File: src/rtl/adc_cfg_pkg.sv
// Shared constants and types for the converter configuration block
`default_nettype none
package adc_cfg_pkg;

  // Geometry
  localparam int NUM_CH = 4;
  localparam int DATA_W = 12;
  localparam int ADDR_W = 12;
  localparam int NUM_SLOTS = 15;

  // Register indices; byte address is four times the index
  localparam logic [7:0] IDX_GAIN_ON_A = 8'h02;
  localparam logic [7:0] IDX_GAIN_ON_B = 8'h03;
  localparam logic [7:0] IDX_GAIN_ON_C = 8'h04;
  localparam logic [7:0] IDX_GAIN_ON_D = 8'h05;
  localparam logic [7:0] IDX_TEST_CTRL = 8'h06;
  localparam logic [7:0] IDX_TEST_SEL_CH_A_B = 8'h0a;
  localparam logic [7:0] IDX_TEST_SEL_CH_C_D = 8'h0b;
  localparam logic [7:0] IDX_GAIN_CH_A_B = 8'h0c;
  localparam logic [7:0] IDX_GAIN_CH_C_D = 8'h0d;
  localparam logic [7:0] IDX_USER_WORD_HIGH = 8'h0e;
  localparam logic [7:0] IDX_USER_WORD_LOW = 8'h0f;
  localparam logic [7:0] IDX_SLOW_RATE_SELECT = 8'h13;
  localparam logic [7:0] IDX_POWER_CONTROL = 8'h15;
  localparam logic [7:0] IDX_SAMPLE_CLOCK_DIVIDER = 8'h27;
  localparam logic [7:0] IDX_LINK_TEST_CONTROL = 8'h2a;
  localparam logic [7:0] IDX_STATUS = 8'h40;

  // Storage slots, in the order of the tables below
  localparam int SLOT_GAIN_ON_A = 0;
  localparam int SLOT_CTRL = 4;
  localparam int SLOT_SEL_AB = 5;
  localparam int SLOT_GAIN_AB = 7;
  localparam int SLOT_USER_HI = 9;
  localparam int SLOT_USER_LO = 10;
  localparam int SLOT_SLOW = 11;
  localparam int SLOT_POWER = 12;
  localparam int SLOT_DIV = 13;
  localparam int SLOT_LINK = 14;

  localparam logic [7:0] SLOT_IDX [NUM_SLOTS] = '{
    IDX_GAIN_ON_A, IDX_GAIN_ON_B, IDX_GAIN_ON_C, IDX_GAIN_ON_D, IDX_TEST_CTRL,
    IDX_TEST_SEL_CH_A_B, IDX_TEST_SEL_CH_C_D, IDX_GAIN_CH_A_B, IDX_GAIN_CH_C_D,
    IDX_USER_WORD_HIGH, IDX_USER_WORD_LOW, IDX_SLOW_RATE_SELECT,
    IDX_POWER_CONTROL, IDX_SAMPLE_CLOCK_DIVIDER, IDX_LINK_TEST_CONTROL};

  // Writable bits per slot; all others are reserved and read zero
  localparam logic [7:0] SLOT_MASK [NUM_SLOTS] = '{
    8'h02, 8'h02, 8'h02, 8'h02, 8'h02, 8'hff, 8'hff, 8'hff, 8'hff,
    8'hff, 8'hf0, 8'h80, 8'hfd, 8'hc0, 8'hff};

  localparam logic [7:0] REG_RESET = 8'h00;

  // Field positions
  localparam int GAIN_ON_BIT = 1;
  localparam int TEST_EN_BIT = 1;
  localparam int SOFT_RESET_BIT = 0;
  localparam int SLOW_BIT = 7;
  localparam int SLEEP_A_BIT = 7;
  localparam int STANDBY_BIT = 3;
  localparam int CHIP_SLEEP_BIT = 2;
  localparam int PIN_FUNC_BIT = 0;
  localparam int DIV_MSB = 7;
  localparam int DIV_LSB = 6;

  // Pattern selector codes
  typedef enum logic [3:0] {
    PAT_NORMAL = 4'b0000,
    PAT_ZEROS = 4'b0001,
    PAT_ONES = 4'b0010,
    PAT_TOGGLE = 4'b0011,
    PAT_RAMP = 4'b0100,
    PAT_USER = 4'b0101,
    PAT_DESKEW = 4'b0110,
    PAT_PRBS = 4'b1000,
    PAT_SINE = 4'b1001
  } pattern_t;

  // Clock divider settings
  typedef enum logic [1:0] {
    DIV_BYPASS = 2'b00,
    DIV_BY_1 = 2'b01,
    DIV_BY_2 = 2'b10,
    DIV_BY_4 = 2'b11
  } div_t;

  // Fixed pattern words
  localparam logic [11:0] TOGGLE_WORD_A = 12'haaa;
  localparam logic [11:0] TOGGLE_WORD_B = 12'h555;
  localparam logic [11:0] DESKEW_WORD = 12'haaa;
  localparam logic [11:0] ALL_ONES = 12'hfff;
  localparam logic [11:0] RAMP_LAST = 12'hfff;

  // PRBS: x^15 + x^14 + 1, all-ones seed
  localparam int PRBS_W = 15;
  localparam logic [14:0] PRBS_SEED = 15'h7fff;

  localparam logic [11:0] SINE_TABLE [8] = '{
    12'h000, 12'h257, 12'h800, 12'hda8, 12'hfff, 12'hda8, 12'h800, 12'h257};

  // Gain factors in units of 1/1024, 0.5 dB per code
  localparam int GAIN_FRAC = 10;
  localparam logic [3:0] GAIN_MAX_CODE = 4'hc;
  localparam logic [11:0] GAIN_TABLE [13] = '{
    12'h400, 12'h43d, 12'h47d, 12'h4c1, 12'h509, 12'h556, 12'h5a6,
    12'h5fc, 12'h657, 12'h6b7, 12'h71e, 12'h789, 12'h7fb};

endpackage

`default_nettype wire

File: src/rtl/adc_test_pattern_gain_power_ctrl.sv
// Configuration registers, test patterns, gain and power control of a quad converter
//
// The APB interface to the registers was chosen for this implementation.
`timescale 1ns/100ps
`default_nettype none

// Behaviour
// [RULE1] Per-channel 4-bit selector, active only with test enable; 0 normal, 1 zeros, 2 ones.
// [RULE2] Code 0011 alternates each sample between the two alternating-bit words.
// [RULE3] Code 0100 ramps by one per sample from 0 to 4095.
// [RULE4] Code 0101 outputs the shared 12-bit custom word.
// [RULE5] Code 0110 outputs AAA hex constantly.
// [RULE6] Code 1000 outputs a pseudo-random sequence stepped each sample.
// [RULE7] Code 1001 repeats an eight-point sine; other codes are unused.
// [RULE8] Per-channel 4-bit gain in 0x0c/0x0d, applied only while its enable is set.
// [RULE9] Gain code selects 0 to 6 dB in 0.5 dB steps.
// [RULE10] Register 0x0e holds custom word bits 11:4, shared by all channels.
// [RULE11] Upper nibble of 0x0f holds custom word bits 3:0; lower bits zero.
// [RULE12] Software sets low-speed bit 7 of 0x13 below 25 MSPS only.
// [RULE13] Bits 7..4 of 0x15 power down channels A..D.
// [RULE14] Bit 3 of 0x15 puts all four converters in standby.
// [RULE15] Bit 2 of 0x15 puts the whole device into power-down.
// [RULE16] Bit 0 of 0x15 maps pin high to power-down (0) or standby (1).
// [RULE17] Bits 7:6 of 0x27 pick bypass, divide by 1, 2 or 4.
// [RULE18] One global test enable switches outputs to the selected patterns.
// [RULE19] PRBS uses fixed polynomial x^15+x^14+1, all-ones seed, one step per sample.
// [RULE20] Reserved bits are written zero, ignored, and read back as zero.
module adc_test_pattern_gain_power_ctrl (
  input wire logic clk,
  input wire logic rst_n,
  input wire logic psel,
  input wire logic penable,
  input wire logic pwrite,
  input wire logic [11:0] paddr,
  input wire logic [31:0] pwdata,
  output logic [31:0] prdata,
  output logic pready,
  output logic pslverr,
  input wire logic [11:0] convA,
  input wire logic [11:0] convB,
  input wire logic [11:0] convC,
  input wire logic [11:0] convD,
  input wire logic sleepPin,
  output logic [11:0] dataA,
  output logic [11:0] dataB,
  output logic [11:0] dataC,
  output logic [11:0] dataD,
  output logic dataValid,
  output logic [3:0] chanSleep,
  output logic convStandby,
  output logic chipSleep,
  output logic lowSpeed,
  output logic [7:0] linkTest
);

  // Local counts
  localparam int NS = adc_cfg_pkg::NUM_SLOTS;
  localparam int NC = adc_cfg_pkg::NUM_CH;

  // Register storage and bus state
  logic [7:0] cfg_q [NS];
  logic [31:0] prdata_q;
  logic pready_q;
  logic pslverr_q;

  // Decode
  logic [NS-1:0] slotHit;
  logic statusHit;
  logic mapped;
  logic setupPhase;
  logic wrDone;
  logic softReset;
  logic [7:0] rdByte;
  logic [7:0] statusByte;

  // Decoded controls
  logic testEn;
  logic [11:0] userWord;
  logic [7:0] powerReg;
  logic chipSleepNow;
  logic standbyNow;
  logic [3:0] chanSleepNow;

  // Sample-rate divider
  logic [1:0] divCnt_q;
  logic [1:0] divLast;
  logic sampleEn;

  // Channel data
  logic [11:0] convIn [NC];
  logic [11:0] pattern [NC];
  logic [11:0] gained [NC];
  logic [11:0] data_d [NC];
  logic [11:0] data_q [NC];
  logic dataValid_q;

  // Registered status outputs
  logic [3:0] chanSleep_q;
  logic convStandby_q;
  logic chipSleep_q;
  logic lowSpeed_q;
  logic [7:0] linkTest_q;

  // Raw samples per channel
  assign convIn[0] = convA;
  assign convIn[1] = convB;
  assign convIn[2] = convC;
  assign convIn[3] = convD;

  // Address decode: aligned word, byte address is four times the index
  // Misaligned means refused
  genvar gi;
  generate
    for (gi = 0; gi < NS; gi++)
    begin : g_decode
      assign slotHit[gi] = (paddr[1:0] == 2'b00)
                        && (paddr[11:2] == {2'b00, adc_cfg_pkg::SLOT_IDX[gi]});
    end
  endgenerate

  // Status hit and bus phases
  assign statusHit = (paddr[1:0] == 2'b00) && (paddr[11:2] == {2'b00, adc_cfg_pkg::IDX_STATUS});
  assign mapped = (|slotHit) || statusHit;
  assign setupPhase = psel && !penable;
  assign wrDone = psel && penable && pready_q && pwrite && !pslverr_q;

  // Self-clearing reset bit: acts at the write edge, never stored
  assign softReset = wrDone && slotHit[adc_cfg_pkg::SLOT_CTRL]
                  && pwdata[adc_cfg_pkg::SOFT_RESET_BIT];

  // Register bank, one flop group per slot; reserved bits forced low
  // Soft reset beats a write
  generate
    for (gi = 0; gi < NS; gi++)
    begin : g_regs
      always_ff @(posedge clk)
      begin
        if (!rst_n || softReset)
          cfg_q[gi] <= adc_cfg_pkg::REG_RESET;
        else if (wrDone && slotHit[gi])
          cfg_q[gi] <= pwdata[7:0] & adc_cfg_pkg::SLOT_MASK[gi]; // [RULE20]
      end
    end
  endgenerate

  // Status byte: live block state
  // Phase, sleep, standby, channels
  assign statusByte = {divCnt_q, chipSleep_q, convStandby_q, chanSleep_q};

  // Read mux
  always_comb
  begin
    rdByte = 8'h00;
    for (int i = 0; i < NS; i++)
    begin
      if (slotHit[i])
        rdByte = cfg_q[i];
    end
    if (statusHit)
      rdByte = statusByte;
  end

  // APB answer: one wait-free access phase after each setup
  // Errors still complete
  always_ff @(posedge clk)
  begin
    if (!rst_n)
    begin
      pready_q <= 1'b0;
      pslverr_q <= 1'b0;
      prdata_q <= 32'h0000_0000;
    end
    else if (setupPhase)
    begin
      pready_q <= 1'b1;
      pslverr_q <= !mapped;
      prdata_q <= (!pwrite && mapped) ? {24'h00_0000, rdByte} : 32'h0000_0000;
    end
    else
    begin
      pready_q <= 1'b0;
      pslverr_q <= 1'b0;
    end
  end

  // Bus answer from flops
  assign prdata = prdata_q;
  assign pready = pready_q;
  assign pslverr = pslverr_q;

  // Field extraction
  // Reserved bits stored as zero
  assign testEn = cfg_q[adc_cfg_pkg::SLOT_CTRL][adc_cfg_pkg::TEST_EN_BIT]; // [RULE18]
  assign userWord = {cfg_q[adc_cfg_pkg::SLOT_USER_HI], // [RULE10]
                     cfg_q[adc_cfg_pkg::SLOT_USER_LO][7:4]}; // [RULE11]
  assign powerReg = cfg_q[adc_cfg_pkg::SLOT_POWER];

  // Power state: register bits plus the pin, routed by its function bit
  // Pin never clears a sleep
  assign chipSleepNow = powerReg[adc_cfg_pkg::CHIP_SLEEP_BIT] // [RULE15]
                     || (sleepPin && !powerReg[adc_cfg_pkg::PIN_FUNC_BIT]); // [RULE16]
  assign standbyNow = powerReg[adc_cfg_pkg::STANDBY_BIT] // [RULE14]
                   || (sleepPin && powerReg[adc_cfg_pkg::PIN_FUNC_BIT]); // [RULE16]

  // Own bit or device sleep
  generate
    for (gi = 0; gi < NC; gi++)
    begin : g_sleep
      assign chanSleepNow[gi] = powerReg[adc_cfg_pkg::SLEEP_A_BIT - gi] || chipSleepNow; // [RULE13]
    end
  endgenerate

  // Divider period from the clock divider field
  // Bypass ticks as divide-by-1
  always_comb
  begin
    case (adc_cfg_pkg::div_t'(cfg_q[adc_cfg_pkg::SLOT_DIV][adc_cfg_pkg::DIV_MSB:adc_cfg_pkg::DIV_LSB]))
      adc_cfg_pkg::DIV_BYPASS: divLast = 2'd0; // [RULE17]
      adc_cfg_pkg::DIV_BY_1: divLast = 2'd0; // [RULE17]
      adc_cfg_pkg::DIV_BY_2: divLast = 2'd1; // [RULE17]
      adc_cfg_pkg::DIV_BY_4: divLast = 2'd3; // [RULE17]
      default: divLast = 2'd0;
    endcase
  end

  // Sample enable counter
  // Shorter period restarts it
  always_ff @(posedge clk)
  begin
    if (!rst_n || softReset)
      divCnt_q <= 2'd0;
    else if (divCnt_q >= divLast)
      divCnt_q <= 2'd0;
    else
      divCnt_q <= divCnt_q + 2'd1;
  end

  // Tick at count zero
  assign sampleEn = (divCnt_q == 2'd0);

  // Per-channel pattern, gain and output selection
  // First channel in bits 7:4
  generate
    for (gi = 0; gi < NC; gi++)
    begin : g_chan
      logic [3:0] sel;
      logic [3:0] gainCode;
      logic gainOn;

      assign sel = (gi % 2 == 0) ? cfg_q[adc_cfg_pkg::SLOT_SEL_AB + gi / 2][7:4]
                                 : cfg_q[adc_cfg_pkg::SLOT_SEL_AB + gi / 2][3:0]; // [RULE1]
      assign gainCode = (gi % 2 == 0) ? cfg_q[adc_cfg_pkg::SLOT_GAIN_AB + gi / 2][7:4]
                                      : cfg_q[adc_cfg_pkg::SLOT_GAIN_AB + gi / 2][3:0]; // [RULE8]
      assign gainOn = cfg_q[adc_cfg_pkg::SLOT_GAIN_ON_A + gi][adc_cfg_pkg::GAIN_ON_BIT];

      // Runs free, channels in step
      test_pattern_gen u_pattern (
        .clk(clk),
        .rst_n(rst_n),
        .clear(softReset),
        .sampleEn(sampleEn),
        .sel(sel),
        .userWord(userWord),
        .pattern(pattern[gi])
      );

      // Gain on raw samples only
      digital_gain u_gain (
        .sampleIn(convIn[gi]),
        .code(gainCode),
        .sampleOut(gained[gi])
      );

      // Sleep or standby mutes; test mode replaces data; else optional gain
      always_comb
      begin
        if (chanSleepNow[gi] || standbyNow)
          data_d[gi] = 12'h000;
        else if (testEn && (sel != adc_cfg_pkg::PAT_NORMAL)) // [RULE18]
          data_d[gi] = pattern[gi];
        else if (gainOn)
          data_d[gi] = gained[gi]; // [RULE8]
        else
          data_d[gi] = convIn[gi];
      end

      // Output word updates once per sample
      // Word holds between ticks
      always_ff @(posedge clk)
      begin
        if (!rst_n || softReset)
          data_q[gi] <= 12'h000;
        else if (sampleEn)
          data_q[gi] <= data_d[gi];
      end
    end
  endgenerate

  // Channel words to pins
  assign dataA = data_q[0];
  assign dataB = data_q[1];
  assign dataC = data_q[2];
  assign dataD = data_q[3];

  // Sample strobe, one cycle per update
  // High in the same cycle as each new word
  always_ff @(posedge clk)
  begin
    if (!rst_n || softReset)
      dataValid_q <= 1'b0;
    else
      dataValid_q <= sampleEn;
  end

  // Strobe to its pin
  assign dataValid = dataValid_q;

  // Registered power and mode outputs
  // One cycle behind inputs
  always_ff @(posedge clk)
  begin
    if (!rst_n)
    begin
      chanSleep_q <= 4'h0;
      convStandby_q <= 1'b0;
      chipSleep_q <= 1'b0;
      lowSpeed_q <= 1'b0;
      linkTest_q <= 8'h00;
    end
    else
    begin
      chanSleep_q <= chanSleepNow; // [RULE13]
      convStandby_q <= standbyNow; // [RULE14]
      chipSleep_q <= chipSleepNow; // [RULE15]
      lowSpeed_q <= cfg_q[adc_cfg_pkg::SLOT_SLOW][adc_cfg_pkg::SLOW_BIT]; // [RULE12]
      linkTest_q <= cfg_q[adc_cfg_pkg::SLOT_LINK];
    end
  end

  // Power and mode outputs to pins
  assign chanSleep = chanSleep_q;
  assign convStandby = convStandby_q;
  assign chipSleep = chipSleep_q;
  assign lowSpeed = lowSpeed_q;
  assign linkTest = linkTest_q;

endmodule // adc_test_pattern_gain_power_ctrl

`default_nettype wire

File: src/rtl/test_pattern_gen.sv
// One channel's test pattern generator
`timescale 1ns/100ps
`default_nettype none

module test_pattern_gen (
  input wire logic clk,
  input wire logic rst_n,
  input wire logic clear,
  input wire logic sampleEn,
  input wire logic [3:0] sel,
  input wire logic [11:0] userWord,
  output logic [11:0] pattern
);

  logic [11:0] ramp_q;
  logic toggle_q;
  logic [14:0] prbs_q;
  logic [2:0] sineIdx_q;

  // Free-running sequences, one step per sample
  always_ff @(posedge clk)
  begin
    if (!rst_n || clear)
    begin
      ramp_q <= 12'h000;
      toggle_q <= 1'b0;
      prbs_q <= adc_cfg_pkg::PRBS_SEED;
      sineIdx_q <= 3'h0;
    end
    else if (sampleEn)
    begin
      ramp_q <= (ramp_q == adc_cfg_pkg::RAMP_LAST) ? 12'h000 : ramp_q + 12'h001; // [RULE3]
      toggle_q <= ~toggle_q; // [RULE2]
      prbs_q <= {prbs_q[13:0], prbs_q[14] ^ prbs_q[13]}; // [RULE19]
      sineIdx_q <= sineIdx_q + 3'h1; // [RULE7]
    end
  end

  // Word for the selected code; unused codes give zero
  always_comb
  begin
    case (sel)
      adc_cfg_pkg::PAT_ZEROS: pattern = 12'h000; // [RULE1]
      adc_cfg_pkg::PAT_ONES: pattern = adc_cfg_pkg::ALL_ONES; // [RULE1]
      adc_cfg_pkg::PAT_TOGGLE:
        pattern = toggle_q ? adc_cfg_pkg::TOGGLE_WORD_B : adc_cfg_pkg::TOGGLE_WORD_A; // [RULE2]
      adc_cfg_pkg::PAT_RAMP: pattern = ramp_q; // [RULE3]
      adc_cfg_pkg::PAT_USER: pattern = userWord; // [RULE4]
      adc_cfg_pkg::PAT_DESKEW: pattern = adc_cfg_pkg::DESKEW_WORD; // [RULE5]
      adc_cfg_pkg::PAT_PRBS: pattern = prbs_q[11:0]; // [RULE6]
      adc_cfg_pkg::PAT_SINE: pattern = adc_cfg_pkg::SINE_TABLE[sineIdx_q]; // [RULE7]
      default: pattern = 12'h000;
    endcase
  end

endmodule // test_pattern_gen

`default_nettype wire

File: src/rtl/digital_gain.sv
// Digital gain stage for one channel, 0.5 dB steps with saturation
`timescale 1ns/100ps
`default_nettype none

module digital_gain (
  input wire logic [11:0] sampleIn,
  input wire logic [3:0] code,
  output logic [11:0] sampleOut
);

  logic [3:0] safeCode;
  logic [11:0] factor;
  logic signed [24:0] product;
  logic signed [14:0] scaled;

  // Codes beyond the top step hold at the top step
  assign safeCode = (code > adc_cfg_pkg::GAIN_MAX_CODE) ? adc_cfg_pkg::GAIN_MAX_CODE : code;
  assign factor = adc_cfg_pkg::GAIN_TABLE[safeCode]; // [RULE9]
  assign product = $signed(sampleIn) * $signed({1'b0, factor});
  assign scaled = product[24:10];

  // Clip to the signed 12-bit range
  always_comb
  begin
    if (scaled > 15'sd2047)
      sampleOut = 12'h7ff;
    else if (scaled < -15'sd2048)
      sampleOut = 12'h800;
    else
      sampleOut = scaled[11:0];
  end

endmodule // digital_gain

`default_nettype wire

File: config.mk
export PLATFORM = sky130hd
export DESIGN_NAME = adc_test_pattern_gain_power_ctrl
export DESIGN_NICKNAME = d
export VERILOG_FILES = /design/src/rtl/adc_cfg_pkg.sv /design/src/rtl/adc_test_pattern_gain_power_ctrl.sv /design/src/rtl/test_pattern_gen.sv /design/src/rtl/digital_gain.sv
export SDC_FILE = /design/constraint.sdc
export NUM_CORES = 2
export LEC_CHECK = 0
export ABC_AREA = 1
export ABC_CLOCK_PERIOD_IN_PS = 6160
export BUFFER_PORTS_ARGS = -buffer_cell sky130_fd_sc_hd__buf_2
export CORE_MARGIN = 2
export CORE_UTILIZATION = 45
export DETAILED_ROUTE_END_ITERATION = 8
export GPL_TIMING_DRIVEN = 0
export SYNTH_ARGS = -nofsm -noshare
export SYNTH_HDL_FRONTEND = slang
export SYNTH_SLANG_ARGS = --single-unit
File: constraint.sdc
create_clock -name clk -period 6.16 [get_ports clk]
set_clock_uncertainty 0.1 [all_clocks]
set_input_delay 0.616 -clock clk [delete_from_list [all_inputs] [get_ports clk]]
set_output_delay 0.616 -clock clk [all_outputs]
set_load 0.05 [all_outputs]
; Word-level counts from Yosys, hierarchy flattened
; Memories as Yosys holds them, arrays and structs flattened.
; Cells that the tools add are included.
[word_totals]
regBits = 176
mem_bits_rw = 168
romBits = 1152
in_bits = 98
output_inout_bits = 98
mem_count = 10
[classes]
addsub = 9
multipliers = 4
order_cmp = 21
n_eq_ne = 51
n_mux = 140
bitwise = 35
reduce_logical = 73
[memory_table]
columns = memory, words, word_bits, read_ports, rd_clocked_by_memory_dff, wr, line_no
row1 = (name not given), 16, 12, 1, 0, 0, digital_gain.sv:18  ; assign factor = adc_cfg_pkg::GAIN_TABLE[safeCode];
row2 = (name not given), 16, 12, 1, 0, 0, digital_gain.sv:18
row3 = (name not given), 16, 12, 1, 0, 0, digital_gain.sv:18
row4 = (name not given), 16, 12, 1, 0, 0, digital_gain.sv:18
row5 = cfg_q, 15, 8, 15, 0, 15, adc_test_pattern_gain_power_ctrl.sv:61  ; logic [7:0] cfg_q [NS];
row6 = (name not given), 8, 12, 1, 0, 0, test_pattern_gen.sv:51  ; adc_cfg_pkg::PAT_SINE: pattern = adc_cfg_pkg::SINE_TABLE[sineIdx_q];
row7 = +4 memories, --, --, --, --, --, --
[ops]
columns = cell, n
row1 = 12-bit 2-to-1 mux, 48
row2 = 12-bit case mux with 7 select lines, 4
row3 = 8-bit 2-to-1 mux, 32
row4 = 12-bit by 13-bit multiplier with 25-bit output, 4
row5 = "10-bit by 4-bit equality test with 1-bit output, second input constant", 6
row6 = "15-bit by 12-bit > comparator with 1-bit output, second input constant", 4
row7 = "15-bit by 12-bit < comparator with 1-bit output, second input constant", 4
row8 = 1-bit 2-to-1 mux, 51
row9 = "12-bit by 1-bit adder with 12-bit output, second input constant", 4
row10 = "12-bit equality test, second input constant", 4
row11 = "4-bit by 3-bit equality test with 1-bit output, second input constant", 12
row12 = 1-bit logical AND, 44
row13 = "4-bit by 2-bit equality test with 1-bit output, second input constant", 8
row14 = "4-bit equality test, second input constant", 8
row15 = "10-bit by 3-bit equality test with 1-bit output, second input constant", 3
row16 = "10-bit by 2-bit equality test with 1-bit output, second input constant", 2
row17 = "10-bit by 5-bit equality test with 1-bit output, second input constant", 2
row18 = "10-bit by 6-bit equality test with 1-bit output, second input constant", 2
row19 = "5-bit >= comparator, second input constant", 4
row20 = 4-bit inverter with 5-bit output, 4
row21 = 1-bit bitwise OR, 19
row22 = "4-bit >= comparator, second input constant", 4
row23 = "4-bit > comparator, second input constant", 4
row24 = 4-bit 2-to-1 mux, 4
row25 = 17 further kinds, 52

; Logic depth before layout (Yosys ltp)
[logic_depth]
depth_word = 19
depth_mapped = 39
depth_no_buf = 37

; Cells and area by module
; From an unflattened synthesis, not the netlist that was laid out.
[hier_totals]
cells_unflattened = 4784
area_unflattened_um2 = 34850.9
[by_module_without_submodules]
columns = module, n_inst, cells_per_inst, area_each_um2, seq_area_each_um2
row1 = digital_gain (g_chan[0].u_gain ...), 2, 684, 4984.8, 0.0
row2 = adc_test_pattern_gain_power_ctrl, 1, 915, 7827.5, 4013.8
row3 = test_pattern_gen (g_chan[0].u_pattern ...), 3, 281, 1775.5, 620.6
row4 = digital_gain (g_chan[3].u_gain), 1, 684, 4963.5, 0.0
row5 = digital_gain (g_chan[2].u_gain), 1, 683, 4932.2, 0.0
row6 = test_pattern_gen (g_chan[3].u_pattern), 1, 291, 1831.8, 620.6

; Worst setup path after synthesis
; Ideal clock, no wire load.
[synth_timing]
path_type = register to register
from = mem cfg_q[8][2]
to = mem data_q[3][9], data pin
setup_time_ps = 266
arrival_time_ps = 5817
required_time_ps = 5794
path_slack_ps = -22
path_stages_with_launch = 34
path_buffers = 2
synth_period_minus_slack_ps = 6182
path_cell_list = edfxtp_1 -> buf_2 -> nand2_1 -> nand2_1 -> ha_1 -> nand2_1 -> inv_1 -> o21ai_0 -> o21ai_1 -> inv_1 -> nand2_1 -> fa_1 -> fa_1 -> fa_1 -> inv_1 -> fa_1 -> inv_1 -> fa_1 -> inv_1 -> ha_1 -> nand2_1 -> o21bai_1 -> nand2_1 -> nand2_1 -> nand2_1 -> nand3_1 -> nand2_1 -> nand2_1 -> nand3_1 -> a21oi_2 -> buf_4 -> nand2_1 -> nand2_1 -> a21oi_2
[synth_rtl]
columns = element, line_no
row1 = "start, declared", adc_test_pattern_gain_power_ctrl.sv:61
row2 = "end, declared", adc_test_pattern_gain_power_ctrl.sv:94  ; logic [11:0] data_q [NC];

==> impl_results.md <==
* ANT cells at 0
* Top FF cell, synth: dfxtp_1
* Max-slew violations at 0
* Drt first pass iters at 5
* Power Density at 382.6 mW/mm²
* Cts hold-fix bufs at 0
* Vias in the first global route at 30.35k
* CTS tree: yes
* Hpwl dp at 80.72 mm
* Combinational Power Share at 75.8%
* # Max-Cap Violations at 0
* Flop pwr share at 12.5%
* Core Area at 0.07296 mm²
* WHS Path Cells at 3
* Final GP Congestion at 0.9622
* Die Footprint at 0.07580 mm²
* Drt drc at 0
* Mapped Area at 0.03312 mm²
* Clk sink count at 267
* Post-Route Utilization at 55.84%
* Flops & latches, synth at 267
* Avg Inst Size Synth at 7.568 µm²
* Flop-to-flop setup slack at -0.38 ns
* IO Pins at 196
* Crit path from: cfg_q[7][2]$_SDFFCE_PN0P_
* Fillers at 6836
* Via/cell ratio at 5.332
* Buffers on Ports at 138
* Worst slew pin tran at 1.126 ns
* Final setup viols at 45
* Setup TNS after final layout at -9.884 ns
* Max VDD drop at 352.0 µV
* CP max stage delay at 0.53 ns
* R2R cell count at 33
* Total grt overflow at 0
* Area delta synth->final at 23.00%
* EDFF count, synth at 115
* Final wirelength at 106.1 mm
* Slowest stage cell, crit path: fa_1
* Largest net degree at the start of global routing at 58
* Die Span Y at 275.3 µm
* Die X at 275.3 µm
* Part of the power in the clock network at 11.6%
* RSZ-0062 raised after global routing: yes
* Outcome: finished with violations
* Post-Syn Instances at 4377
* DR WL/cell at 18.44 µm
* CTS buffer count at 30
* Final WS setup at -0.3753 ns
* Share of the clock period used by the worst path at 106.1%
* Placed insts at 5497
* Pint at 7.783 mW
* Antenna Nets Post-Route at 0
* Static Leakage at 20.36 nW
* Failing checks: setup timing
* Clk_lat worst skew at 0.59 ns
* Tot Pwr at 15.59 mW
* Ys Warns at 0
* Hold Startpoint: sleepPin
* CTS Buffer Depth at 3
* Worst path arrival time at 6.75 ns
* First-pass GRT wire length at 166.2 mm
* Starting Density at 45.40%
* DRT iter0 DRCs at 2529
* Htree depth at 1
* Worst-path fanout max at 5
* Final hold vios at 0
* Layout cells sized above 1 at 24.10%
* Worst rel slew slack at 23.02%
* Nature of the critical path endpoint: flop
* Worst hold margin at 0.2558 ns
* Site Rows at 99
* Post-layout min period at 6.535 ns
* Layout Cells excl Fill at 5755
* Overall Global Routing Usage at 27.90%
* CP required at 6.37 ns
* Post-synthesis sequential area ratio at 19.61%
* WS Path Type: flop to flop
* Nets at 5550
* Crit start category: flop
* Reg-to-reg critical path endpoint: data_q[1][4]$_SDFFCE_PP0P_
* Worst-path clk slew at 0.06 ns
* Reg-to-Reg Start: cfg_q[7][2]$_SDFFCE_PN0P_
* Initial antenna violation count at 1
* Post-synthesis cell type count at 63
* Ys async rst share at 0%
* Fmax at 153.0 MHz
* Switch Pwr at 7.807 mW
* Clk root buf: clkbuf_16
* Hold EP: chipSleep$_SDFF_PN0_
* Hold Crit Class: primary input to flop
* Sw frac at 50.08%
* Via Count at 30.68k
routing by layer:
layer	GRT usage, %	routed length (µm)
met5	0	0
met4	6.771	3036
met3	2.619	6832
met2	45.39	48610
met1	40.07	47650
synth_stat cells, drive strengths merged (27+ instances only):
master / n / area (µm²)
a21oi: 261 / 1423
a22oi: 56 / 420.4
buf: 67 / 463.0
clkbuf: 43 / 166.4
dfxtp: 152 / 3043
edfxtp: 115 / 3453
fa: 360 / 7207
ha: 319 / 3991
inv: 887 / 3329
nand2: 961 / 3672
nand3: 117 / 605.6
nand4: 43 / 294.0
nor2: 546 / 2132
nor3: 48 / 290.3
o21ai: 160 / 815.8
o22ai: 27 / 168.9
xnor2: 38 / 332.8
xor2: 33 / 289.0
cells by family after synthesis:
family,share of synthesized area [%]
and+or+nand+nor,22.00
other,0.01132
buffers and inverters,12.16
xor gates and xnor gates,1.877
DFF,19.61
adders and majority gates,33.81
AOI/OAI and AO/OA,10.54
worst max-delay path: cells and delay by family, from the launching register on:
family          cells  cell delay (ns)
simple gates       14             1.39
fa+ha+maj           7             2.97
flops               1             0.52
buf+inv             8             0.69
compound gates      4             0.55
power by group through the flow:
stage          clock network (mW)  registers (mW)  logic (mW)
3_3_place_gp                    0            1.99        8.01
3_5_place_dp                    0            1.99        7.99
5_1_grt                      1.90            1.96        13.0
2_1_floorplan                   0            2.05        6.09
6_report                     1.82            1.95        11.8
4_1_cts                      1.84            1.95        10.1
how the worst max path moves through the flow:
stage | to | slack [ns] | cells after the start
finish | data_q[1][4]$_SDFFCE_PP0P_ | -0.38 | 33
global route | data_q[1][9]$_SDFFCE_PP0P_ | -0.58 | 32
CTS | data_q[1][9]$_SDFFCE_PP0P_ | -0.28 | 33
detailed placement | data_q[1][2]$_SDFFCE_PP0P_ | -1.25 | 31
global placement | data_q[1][2]$_SDFFCE_PP0P_ | -1.21 | 29
floorplan | data_q[3][9]$_SDFFCE_PP0P_ | 0.02 | 32
per-stage QoR:
step           cell area, µm²  setup WS, ns
3_5_place_dp            35110        -1.252
5_1_grt                 40740       -0.5847
4_1_cts                 39310       -0.2826
2_1_floorplan           33220       0.02277
6_report                40740       -0.3753
3_3_place_gp            35110        -1.208
flip-flops by register name, summed over array words and instances, names as in the netlist, 2 cells and up:
name and cells:
g_chan.u_pattern.toggle_q 4, chanSleep 4, g_chan.u_pattern.sineIdx_q 12, data_q 48, prdata 8, linkTest 8, g_chan.u_pattern.ramp_q 48, g_chan.u_pattern.prbs_q 60
divCnt_q 2, cfg_q 67
placed cells by master, fill, tap and decap left out, types with 21 or more instances in the layout:
cell	Yosys	layout
a21oi_1	230	189
a21oi_2	31	55
a22oi_1	56	56
buf_2	16	148
buf_4	31	182
buf_6	10	58
clkbuf_1	39	42
clkbuf_16	0	31
clkinv_1	18	23
conb_1	1	24
dfxtp_1	152	152
edfxtp_1	115	115
fa_1	360	327
fa_2	0	33
ha_1	319	279
ha_4	0	35
inv_1	869	781
inv_2	18	71
inv_4	0	25
nand2_1	939	716
nand2_2	20	187
nand2_4	2	50
nand3_1	113	88
nand3_2	4	21
nand4_1	39	39
nor2_1	521	460
nor2_2	21	60
nor2_4	4	26
nor3_1	38	34
o21ai_0	123	88
o21ai_2	4	27
o21ai_4	0	26
o22ai_1	27	27
xnor2_1	38	38
xor2_1	33	32
timing repair:
| action | in CTS | in global routing |
|---|---|---|
| pin swaps | 218 | 206 |
| buffers inserted | 150 | 49 |
| endpoints found under the setup margin | 48 | 48 |
| cloned | 6 | 1 |
| resized for setup | 555 | 318 |
area by class of cell:
| type | instances | area [µm²] | share of cell area, % |
|---|---|---|---|
| clock inverters | 17 | 156.4 | 0.3839 |
| well taps | 959 | 1200 | 2.945 |
| multi-input cells | 3118 | 25380 | 62.29 |
| clock buffers | 38 | 802.0 | 1.968 |
| flip-flops and latches | 267 | 6496 | 15.94 |
| repair buffers | 341 | 2486 | 6.102 |
| plain buffers | 110 | 709.4 | 1.741 |
| inverters | 905 | 3516 | 8.629 |
Power figures use the tool's default switching activity.
